<file path="src/lqta_cfg.svh">
// Constants for the link quality threshold access register
`ifndef LQTA_CFG_SVH
`define LQTA_CFG_SVH

// =====================================================================
// Register placement
`define LQTA_PAGE 2'h2
`define LQTA_ADDR 5'h1E
`define LQTA_RESET 16'h0000

// =====================================================================
// Field positions
`define LQTA_RSVD_HI 15
`define LQTA_RSVD_LO 14
`define LQTA_SAMPLE_BIT 13
`define LQTA_STROBE_BIT 12
`define LQTA_PSEL_HI 11
`define LQTA_PSEL_LO 9
`define LQTA_BOUND_BIT 8
`define LQTA_DATA_HI 7
`define LQTA_DATA_LO 0

// =====================================================================
// Parameter selector codes and threshold limits
`define LQTA_SEL_EQ 3'h0
`define LQTA_SEL_GAIN 3'h1
`define LQTA_SEL_BLW 3'h2
`define LQTA_SEL_FOFS 3'h3
`define LQTA_SEL_FCTL 3'h4
`define LQTA_NUM_PARAM 5
`define LQTA_THR_MIN 8'h00
`define LQTA_THR_MAX 8'hFF

`endif

</file>
<file path="src/lqta_pkg.sv">
// Types shared by the link quality threshold access register
package lqta_pkg;

    // Management port request, one cycle per access
    typedef struct packed {
        logic       wr;
        logic       rd;
        logic [1:0] page;
        logic [4:0] addr;
        logic [15:0] wdata;
    } lqta_mgmt_req_t;

    // Adapted receiver parameters, index = parameter selector code
    typedef logic [4:0][7:0] lqta_param_vec_t;

    // Violation levels, one bit per parameter
    typedef struct packed {
        logic [4:0] low;
        logic [4:0] high;
    } lqta_warn_t;

    // Whole module state
    typedef struct packed {
        logic        sample_en;
        logic [2:0]  param_sel;
        logic        bound_sel;
        logic [7:0]  data_field;
        logic [7:0]  sample_val;
        logic [9:0][7:0] thr;
        logic        rd_valid;
        logic [15:0] rdata;
        lqta_warn_t  warn;
    } lqta_state_t;

endpackage : lqta_pkg

</file>
<file path="src/lqta_threshold_reg.sv">
// Link quality threshold and parameter access register, one port
`timescale 1ns/100ps
`include "lqta_cfg.svh"

module lqta_threshold_reg
    import lqta_pkg::*;
(
    input wire logic clk, // 125 MHz device clock
    input wire logic rst_n, // Synchronous reset, active low
    input wire lqta_mgmt_req_t mgmt_req, // Decoded management access
    output logic mgmt_rd_valid, // Read answer pulse
    output logic [15:0] mgmt_rdata, // Read answer word
    input wire logic power_down, // Port in power-down
    input wire logic link_100_valid, // Valid 100 Mb/s link
    input wire logic monitor_enable, // Monitor enable from control register
    input wire lqta_param_vec_t param_value, // Adapted parameters from the DSP
    output lqta_warn_t warn // Current threshold violations
);

    // =================================================================
    // Helpers
    function automatic logic [3:0] thr_index(input logic [2:0] psel, input logic bound);
        thr_index = {psel, bound};
    endfunction : thr_index

    function automatic logic sel_legal(input logic [2:0] psel);
        sel_legal = (psel <= `LQTA_SEL_FCTL);
    endfunction : sel_legal

    // =================================================================
    // State
    lqta_state_t s_reg;
    lqta_state_t s_next;
    logic hit;
    logic wr_hit;
    logic rd_hit;
    logic [2:0] w_psel;
    logic w_bound;
    logic [7:0] w_data;
    logic mon_active;
    logic [7:0] cur_thr;
    logic [7:0] lo_thr;
    logic [7:0] hi_thr;

    // =================================================================
    // Request decode
    assign hit = (mgmt_req.page == `LQTA_PAGE) && (mgmt_req.addr == `LQTA_ADDR);
    assign wr_hit = hit && mgmt_req.wr;
    assign rd_hit = hit && mgmt_req.rd;
    assign w_psel = mgmt_req.wdata[`LQTA_PSEL_HI:`LQTA_PSEL_LO];
    assign w_bound = mgmt_req.wdata[`LQTA_BOUND_BIT];
    assign w_data = mgmt_req.wdata[`LQTA_DATA_HI:`LQTA_DATA_LO];
    assign mon_active = link_100_valid && monitor_enable;
    // Unused selector codes have no threshold behind them and read zero
    assign cur_thr = sel_legal(s_reg.param_sel) ?
                     s_reg.thr[thr_index(s_reg.param_sel, s_reg.bound_sel)] : `LQTA_THR_MIN;

    // =================================================================
    // Next state
    always_comb begin
        s_next = s_reg;
        s_next.rd_valid = 1'b0;
        lo_thr = `LQTA_THR_MIN;
        hi_thr = `LQTA_THR_MIN;
        if (wr_hit) begin
            // Strobe is not stored, so it always reads back zero
            s_next.sample_en = mgmt_req.wdata[`LQTA_SAMPLE_BIT];
            s_next.param_sel = w_psel;
            s_next.bound_sel = w_bound;
            // Kept as written; reads show the threshold or the sample instead
            s_next.data_field = w_data;
            if (mgmt_req.wdata[`LQTA_SAMPLE_BIT]) begin
                // A new sample starts a new read sequence
                s_next.sample_val = sel_legal(w_psel) ? param_value[w_psel] : `LQTA_THR_MIN;
            end
            // Takes selector and data from this very write
            if (mgmt_req.wdata[`LQTA_STROBE_BIT] && !power_down && sel_legal(w_psel)) begin
                s_next.thr[thr_index(w_psel, w_bound)] = w_data;
            end
        end
        if (rd_hit) begin
            s_next.rd_valid = 1'b1;
            s_next.rdata = `LQTA_RESET;
            s_next.rdata[`LQTA_SAMPLE_BIT] = s_reg.sample_en;
            s_next.rdata[`LQTA_PSEL_HI:`LQTA_PSEL_LO] = s_reg.param_sel;
            s_next.rdata[`LQTA_BOUND_BIT] = s_reg.bound_sel;
            s_next.rdata[`LQTA_DATA_HI:`LQTA_DATA_LO] =
                s_reg.sample_en ? s_reg.sample_val : cur_thr;
        end
        for (int i = 0; i < `LQTA_NUM_PARAM; i++) begin
            lo_thr = s_reg.thr[thr_index(3'(i), 1'b0)];
            hi_thr = s_reg.thr[thr_index(3'(i), 1'b1)];
            // Extreme thresholds can never be crossed, so the check is off
            s_next.warn.low[i] = mon_active && (lo_thr != `LQTA_THR_MIN)
                                 && (param_value[i] < lo_thr);
            s_next.warn.high[i] = mon_active && (hi_thr != `LQTA_THR_MAX)
                                  && (param_value[i] > hi_thr);
        end
    end

    // =================================================================
    // State register
    // Reset also clears every high threshold to zero, so high checks are
    // live at once; software must program thresholds before enabling
    always_ff @(posedge clk) begin
        if (!rst_n) begin
            s_reg <= '0;
        end else begin
            s_reg <= s_next;
        end
    end

    // =================================================================
    // Outputs
    assign mgmt_rd_valid = s_reg.rd_valid;
    assign mgmt_rdata = s_reg.rdata;
    assign warn = s_reg.warn;

    // =================================================================
    // Checks
    pwrdn_write_block_a: assert property (@(posedge clk) disable iff (!rst_n)
        (wr_hit && power_down) |=> (s_reg.thr == $past(s_reg.thr)))
        else $error("threshold changed during power-down");

    reserved_bits_zero_a: assert property (@(posedge clk) disable iff (!rst_n)
        mgmt_rd_valid |-> (mgmt_rdata[`LQTA_RSVD_HI:`LQTA_RSVD_LO] == 2'h0))
        else $error("reserved bits read nonzero");

    sample_capture_a: assert property (@(posedge clk) disable iff (!rst_n)
        (wr_hit && mgmt_req.wdata[`LQTA_SAMPLE_BIT] && w_psel == `LQTA_SEL_BLW)
        |=> (s_reg.sample_val == $past(param_value[2])))
        else $error("sample did not capture parameter");

    strobe_reads_zero_a: assert property (@(posedge clk) disable iff (!rst_n)
        mgmt_rd_valid |-> !mgmt_rdata[`LQTA_STROBE_BIT])
        else $error("write strobe read back as one");

    thr_write_load_a: assert property (@(posedge clk) disable iff (!rst_n)
        (wr_hit && mgmt_req.wdata[`LQTA_STROBE_BIT] && !power_down && sel_legal(w_psel))
        |=> (s_reg.thr[thr_index($past(w_psel), $past(w_bound))] == $past(w_data)))
        else $error("threshold write not applied");

    thr_read_back_a: assert property (@(posedge clk) disable iff (!rst_n)
        (rd_hit && !s_reg.sample_en) |=> mgmt_rd_valid
        && (mgmt_rdata[`LQTA_DATA_HI:`LQTA_DATA_LO] == $past(cur_thr)))
        else $error("threshold read mismatch");

    sample_hold_a: assert property (@(posedge clk) disable iff (!rst_n)
        !(wr_hit && mgmt_req.wdata[`LQTA_SAMPLE_BIT]) |=> $stable(s_reg.sample_val))
        else $error("sampled value changed without new sample");

    no_link_quiet_a: assert property (@(posedge clk) disable iff (!rst_n)
        !link_100_valid ##1 !link_100_valid |-> (warn == '0))
        else $error("violation reported without link");

    // The compare logic is the same for every index, so one parameter stands for all
    high_violation_a: assert property (@(posedge clk) disable iff (!rst_n)
        (mon_active && s_reg.thr[thr_index(`LQTA_SEL_GAIN, 1'b1)] != `LQTA_THR_MAX
        && param_value[`LQTA_SEL_GAIN] > s_reg.thr[thr_index(`LQTA_SEL_GAIN, 1'b1)])
        |=> warn.high[`LQTA_SEL_GAIN])
        else $error("high violation not reported");

    low_violation_a: assert property (@(posedge clk) disable iff (!rst_n)
        (mon_active && s_reg.thr[thr_index(`LQTA_SEL_GAIN, 1'b0)] != `LQTA_THR_MIN
        && param_value[`LQTA_SEL_GAIN] < s_reg.thr[thr_index(`LQTA_SEL_GAIN, 1'b0)])
        |=> warn.low[`LQTA_SEL_GAIN])
        else $error("low violation not reported");

    no_enable_quiet_a: assert property (@(posedge clk) disable iff (!rst_n)
        !monitor_enable
        |=> (warn == '0))
        else $error("violation reported while monitor disabled");

    sample_read_a: assert property (@(posedge clk) disable iff (!rst_n)
        (rd_hit && s_reg.sample_en)
        |=> (mgmt_rdata[`LQTA_DATA_HI:`LQTA_DATA_LO] == $past(s_reg.sample_val)))
        else $error("sampled value not returned");

    sample_bit_store_a: assert property (@(posedge clk) disable iff (!rst_n)
        wr_hit
        |=> (s_reg.sample_en == $past(mgmt_req.wdata[`LQTA_SAMPLE_BIT])))
        else $error("sample bit not stored");

    illegal_sample_zero_a: assert property (@(posedge clk) disable iff (!rst_n)
        (wr_hit && mgmt_req.wdata[`LQTA_SAMPLE_BIT] && !sel_legal(w_psel))
        |=> (s_reg.sample_val == `LQTA_THR_MIN))
        else $error("unused selector sampled nonzero");

    rd_fields_a: assert property (@(posedge clk) disable iff (!rst_n)
        mgmt_rd_valid |-> ((mgmt_rdata[`LQTA_PSEL_HI:`LQTA_PSEL_LO] == $past(s_reg.param_sel))
        && (mgmt_rdata[`LQTA_BOUND_BIT] == $past(s_reg.bound_sel))))
        else $error("selector fields read wrong");

    illegal_sel_zero_a: assert property (@(posedge clk) disable iff (!rst_n)
        (rd_hit && !s_reg.sample_en && !sel_legal(s_reg.param_sel))
        |=> (mgmt_rdata[`LQTA_DATA_HI:`LQTA_DATA_LO] == `LQTA_THR_MIN))
        else $error("unused selector read nonzero");

    illegal_write_drop_a: assert property (@(posedge clk) disable iff (!rst_n)
        (wr_hit && !sel_legal(w_psel))
        |=> (s_reg.thr == $past(s_reg.thr)))
        else $error("threshold changed by unused selector");

    pwrdn_fields_kept_a: assert property (@(posedge clk) disable iff (!rst_n)
        (wr_hit && power_down)
        |=> (s_reg.param_sel == $past(w_psel)))
        else $error("selector not stored during power-down");

    rdata_hold_a: assert property (@(posedge clk) disable iff (!rst_n)
        !rd_hit
        |=> $stable(mgmt_rdata))
        else $error("read word changed without a read");

    rd_answer_only_a: assert property (@(posedge clk) disable iff (!rst_n)
        !rd_hit
        |=> !mgmt_rd_valid)
        else $error("read answer without a read");

endmodule : lqta_threshold_reg

</file>
<file path="config.mk">
export PLATFORM = sky130hd
export DESIGN_NAME = lqta_threshold_reg
export DESIGN_NICKNAME = d
export VERILOG_FILES = /design/src/lqta_pkg.sv /design/src/lqta_threshold_reg.sv
export VERILOG_INCLUDE_DIRS = /design/src
export SDC_FILE = /design/constraint.sdc
export NUM_CORES = 1
export LEC_CHECK = 0
export CORE_ASPECT_RATIO = 1.4
export CORE_MARGIN = 1.5
export CORE_UTILIZATION = 40
export CTS_CLUSTER_DIAMETER = 50
export DETAILED_ROUTE_END_ITERATION = 16
export DONT_BUFFER_PORTS = 1
export SYNTH_ARGS = -nofsm -noshare
export SYNTH_HDL_FRONTEND = slang
export SYNTH_SLANG_ARGS = --single-unit
</file>
<file path="constraint.sdc">
create_clock -name clk -period 3.15 [get_ports clk]
set_input_delay 0.315 -clock clk [delete_from_list [all_inputs] [get_ports clk]]
set_output_delay 0.315 -clock clk [all_outputs]
set_load 0.01 [all_outputs]
</file>
# --- Word-level counts from Yosys, hierarchy flattened ---
# Cells that the tools add are included.
totals:
  register_bits: 117
  latchBits: 0
  ram_bits: 0
  rom_bits: 0
  input_bits: 70
  output_inout_bits: 27
  word_cells: 87
  mem_count: 0
classes:
  n_addsub: 0
  mul: 0
  div_mod_pow: 0
  magnitude_cmp: 16
  eq_ne: 7
  shifts: 0
  mux: 11
  bitwise_logic: 0
  reduce_logical: 35
ops:
  columns: ["operator", "n"]
  rows:
  - ["80-bit bitwise mux", 1]
  - ["8-bit two-way mux", 6]
  - ["8-bit > comparator", 5]
  - ["8-bit less-than comparator", 5]
  - ["8-bit inequality test, second input constant", 5]
  - ["8-bit nonzero test", 5]
  - ["8-bit binary-select mux with 4-bit select", 1]
  - ["8-bit demux with 4-bit select", 1]
  - ["1-bit logical AND", 27]
  - ["8-bit binary-select mux with 3-bit select", 1]
  - ["17-bit two-way mux", 1]
  - ["4-bit by 5-bit less-than comparator with 1-bit output, second input constant", 2]
  - ["3-bit less-or-equal comparator, second input constant", 2]
  - ["5-bit == test, second input constant", 1]
  - ["4-bit by 1-bit >= comparator with 1-bit output, second input constant", 1]
  - ["3-bit by 4-bit less-than comparator with 1-bit output, second input constant", 1]
  - ["2-bit AND reduction", 2]
  - ["2-bit == test, second input constant", 1]
  - ["1-bit zero test", 1]

# --- Depth between registers and ports, before layout ---
logic_depth:
  depth_word: 5
  depth_mapped: 6
  ltp_nobuf: 6

# --- Worst setup path after synthesis ---
# OpenSTA, ideal clock, no wires.
synth_path:
  kind: "input-to-reg"
  start: "input port mgmt_req[16] in the netlist's numbering"
  end: "register s_reg[59] in the netlist's numbering"
  t_arrival_ns: 1.682
  required_ns: 3.021
  slack_ns: 1.339
  path_stages: 6
  cell_sequence: "and4b_1 -> buf_4 -> nand4_4 -> or4_1 -> buf_4 -> mux2i_1"
synth_via:
  elab_chain_cells: 4
synth_rtl:
  columns: ["element", "line", "text"]
  rows:
  - ["start, declared", "lqta_threshold_reg.sv:10", "input wire lqta_mgmt_req_t mgmt_req,"]
  - ["5-bit == test (no line)", null, null]
  - ["1-bit logical AND", "lqta_threshold_reg.sv:47", "assign hit = (mgmt_req.page == `LQTA_PAGE) && (mgmt_req.addr == `LQTA_ADDR);"]
  - ["1-bit logical AND", "lqta_threshold_reg.sv:48", "assign wr_hit = hit && mgmt_req.wr;"]
  - ["2-bit AND reduction (no line)", null, null]
  - ["end signal, assigned", "lqta_threshold_reg.sv:109", "s_reg <= s_next;"]
  - ["end, declared", "lqta_threshold_reg.sv:32", "lqta_state_t s_reg;"]
# Every way passes these cells.
# A chain may end at the register's enable or synchronous reset.

# --- Worst setup path in the final report ---
layout_path:
  start: "register s_reg[124] in the netlist's numbering"
  end: "register s_reg, in the netlist mgmt_rdata[5]"
layout_via:
  elab_chain_cells: 4
  word_cells_on_any_way: 5
layout_rtl:
  columns: ["element", "line", "text"]
  rows:
  - ["8-bit binary-select mux with 4-bit select", "lqta_threshold_reg.sv:56", "s_reg.thr[thr_index(s_reg.param_sel, s_reg.bound_sel)] : `LQTA_THR_MIN;"]
  - ["8-bit two-way mux (not written as such)", "lqta_threshold_reg.sv:56", null]
  - ["8-bit two-way mux (no line) (*)", null, null]
  - ["8-bit two-way mux (*)", "lqta_threshold_reg.sv:88", "s_reg.sample_en ? s_reg.sample_val : cur_thr;"]
# Every way passes the cells marked *; elsewhere a longest branch is shown, timed or not. The select of a mux whose other input is x is not followed.

==> results.txt <==
----------------------------------------------------
[Clock network]
  Number of buffers inserted by post-CTS setup repair ... 0
  Clock slew at the register clock pins of the worst setup and hold paths ... 0.05 ns
  H-tree levels ... 4
  Skew-Pair Late Insertion Delay ... about 0.42 ns
  Deepest clock path buffer count ... 2
  Total CTS buffers ... 17
  Gates resized, CTS repair ... 0
  Count of hold-fix buffers inserted at cts ... 0
  Root buffer cell ... sky130_fd_sc_hd__clkbuf_16
  CTS tree ... built
  Total clock sinks ... 117

[Synth]
  Yosys warning total ... 0
  Top cell type by total area after synthesis ... sky130_fd_sc_hd__dfxtp_1
  Synth cell types ... 54
  Proportion of synthesized chip area in sequential cells ... 30.9%
  Flop and latch count out of synthesis ... ~120
  Synthesized instance count ... 835
  Average instance area after synthesis ... 9.08 sq um
  Async S/R FF share, synth ... 0%
  Number of flops mapped to enable cells by yosys ... 0
  Netlist area before placement ... 7580 sq um
  Top area cells in the synthesized netlist ... sky130_fd_sc_hd__dfxtp_1 (31%), sky130_fd_sc_hd__mux2i_1 (15%), sky130_fd_sc_hd__ha_1 (12%), sky130_fd_sc_hd__nand2_1 (6.2%), sky130_fd_sc_hd__mux4_2 (4.8%)
  Most common flop cell mapped by yosys ... sky130_fd_sc_hd__dfxtp_1
  Fraction of post-synthesis cell area in the top cell type by area ... 30.9%

[Routing]
  DRC ... 0
  Vias per Instance ... 5.72
  Number of design-rule violations left by the first detailed-router iteration ... 347
  WL per Instance ... 21.9 um
  DR pass1 iterations ... 4
  Routed Antenna Nets ... 0
  Via count of the routed design ... 6,000
  Routed WL ... 22.9 mm

[Layout]
  Most frequent standard cell in the layout excluding fill and tap cells ... sky130_fd_sc_hd__nand2_1
  Number of fillers in the final layout ... between 1.5k and 2k
  Share of final-layout standard cells stronger than drive strength 1 ... 6.96%
  Number of flip-flops in the largest register ... 77
  Final Net Count ... 938
  Non-Filler Cell Area, Final ... 8130 sq um
  Area growth syn-to-layout ... 7.26%
  Commonest non-fill, non-tap cells in the layout ... sky130_fd_sc_hd__nand2_1 (126), sky130_fd_sc_hd__dfxtp_1 (117), sky130_fd_sc_hd__mux2i_1 (110), sky130_fd_sc_hd__inv_1 (77), sky130_fd_sc_hd__ha_1 (75)
  Diodes inserted ... 0

[Placement]
  Cell Area, Placed ... between 7000 and 8000 sq um
  HPWL after detailed placement ... about 18 mm
  Count of buffers from port buffering ... 0
  Routability congestion estimate ... 0.862

[Floorplanning]
  Vert. Die Dim ... 166 um
  Effective utilization at floorplan ... 40.7%
  Die width ... 119 um
  DIE AREA ... 19,800 sq um
  Core Footprint ... around 19,000 sq um
  Std cell rows ... about 60
  IO Count ... between 90 and 100

[Worst setup path]
  CP startpoint kind ... register
  Maximum cell stage delay along the critical path ... 0.55 ns
  Critical setup path kind ... register to register
  Data arrival time of the critical path ... 2.19 ns
  Cell class contributing the biggest share of worst-path delay ... multiplexers
  Internal reg-to-reg setup slack ... 1.23 ns
  WP data required ... 3.42 ns
  Buffering stage count on the worst path with inverters included ... 1
  Max stage delay cell, worst path ... sky130_fd_sc_hd__mux4_2
  Kind of end point of the critical path ... register
  Critical-path cell list ... buf_4, mux4_2, mux2i_1, o221ai_1
  Maximum fanout along the worst path ... 17

[Power and ir drop]
  Largest voltage drop on the vdd net ... 0.000371 V
  Total power ... 3.63 mW
  Total power divided by cell area ... 446 nW/um^2
  Static Leak ... 2.99 nW

[Global route]
  Overall global routing resource usage ... 23.4%
  Vias in the first global route ... 5,924
  Global-route wire length before repair ... 34.9 mm
  Total congestion overflow ... 0
  Pin count of the biggest net entering global routing ... 122
  Initial antenna violation count ... 0

[STA]
  Worst Skew ... around 0.0067 ns
  Relative slew slack ... 42.3%
  Count of endpoints failing setup in the final report ... 0
  Maximum clock frequency ... 521 MHz
  Number of pins exceeding their max-slew limit in the final report ... 0
  Final worst path period need ... between 1.5 and 2 ns
  Ratio of final minimum period to clock period ... 60.9%
  Count of endpoints failing hold in the final timing report ... 0
  Setup TNS after final layout ... 0 ns
  Transition time of the tightest slew-check pin ... 0.858 ns
  RSZ-0062 raised after global routing ... false

[Run status]
  Run status ... completed

[Worst hold path]
  Worst min-delay path class ... input pin to register

[Run]
  Max-cap violations ... 0

----------------------------------------------------
-- stage by stage --
step,worst slack (ns),util [%],hold slack [ns],cells
floorplan,1.34,-,0.425,837
global placement,0.886,40.6,0.451,1018
detailed placement,0.871,40.6,0.445,1018
CTS,1.19,43.7,0.0305,1049
global route,1.13,43.7,0.0390,1049
finish,1.23,43.7,0.0497,1049
-- where the power goes --
group	leakage (nW)	internal, mW	switching, mW
Sequential	0.942	1.48	0.00259
Clock	0.292	1.24	0.694
Combinational	1.76	0.0877	0.122
Total	2.99	2.81	0.818
-- synth_stat cells, drive strengths merged (7+ instances only) --
cell type / number
a211o: 10
a21boi: 13
a21o: 11
a21oi: 25
a31oi: 7
a41oi: 7
buf: 38
clkbuf: 28
dfxtp: 117
ha: 75
inv: 77
mux2i: 110
mux4: 16
nand2: 127
nand2b: 7
nand3: 16
nand3b: 7
nand4: 21
nor3: 8
nor4: 14
o21ai: 27
o221ai: 11
o2bb2ai: 7
-- final cells by class --
class / instances / area [sq um] / area share (%)
clock buffer: 22 / 484 / 5.96
clock inverter: 9 / 101 / 1.25
inverter: 77 / 289 / 3.56
multi-input combinational: 577 / 4580 / 56.4
sequential: 117 / 2340 / 28.8
tap: 244 / 305 / 3.76
timing repair buffer: 3 / 22.5 / 0.277
-- routing by layer --
metal	GRT usage (%)	vias to the layer above	routed length (um)
li1	-	2885	-
met1	24.4	2871	8670
met2	43.9	178	12100
met3	3.74	66	936
met4	12.9	0	1210
met5	0	-	0
-- path summary, 6_finish.rpt --
check | start | endpoint | cells past startpoint
worst min register to register | s_reg[114] | s_reg[114] | 1
worst min-delay path | mgmt_req[8] | s_reg[123] | 2
worst max-delay path | s_reg[124] | mgmt_rdata[5] | 4
worst max register to register | s_reg[124] | mgmt_rdata[5] | 4
-- cells by family after synthesis --
family,share of synthesized area (%)
simple gates,16.3
buf+inv,8.70
compound gates,12.2
mux,19.4
flops,30.9
fa+ha+maj,12.4
other cells,0.0495
No activity file was read; power rests on OpenSTA's default activity.
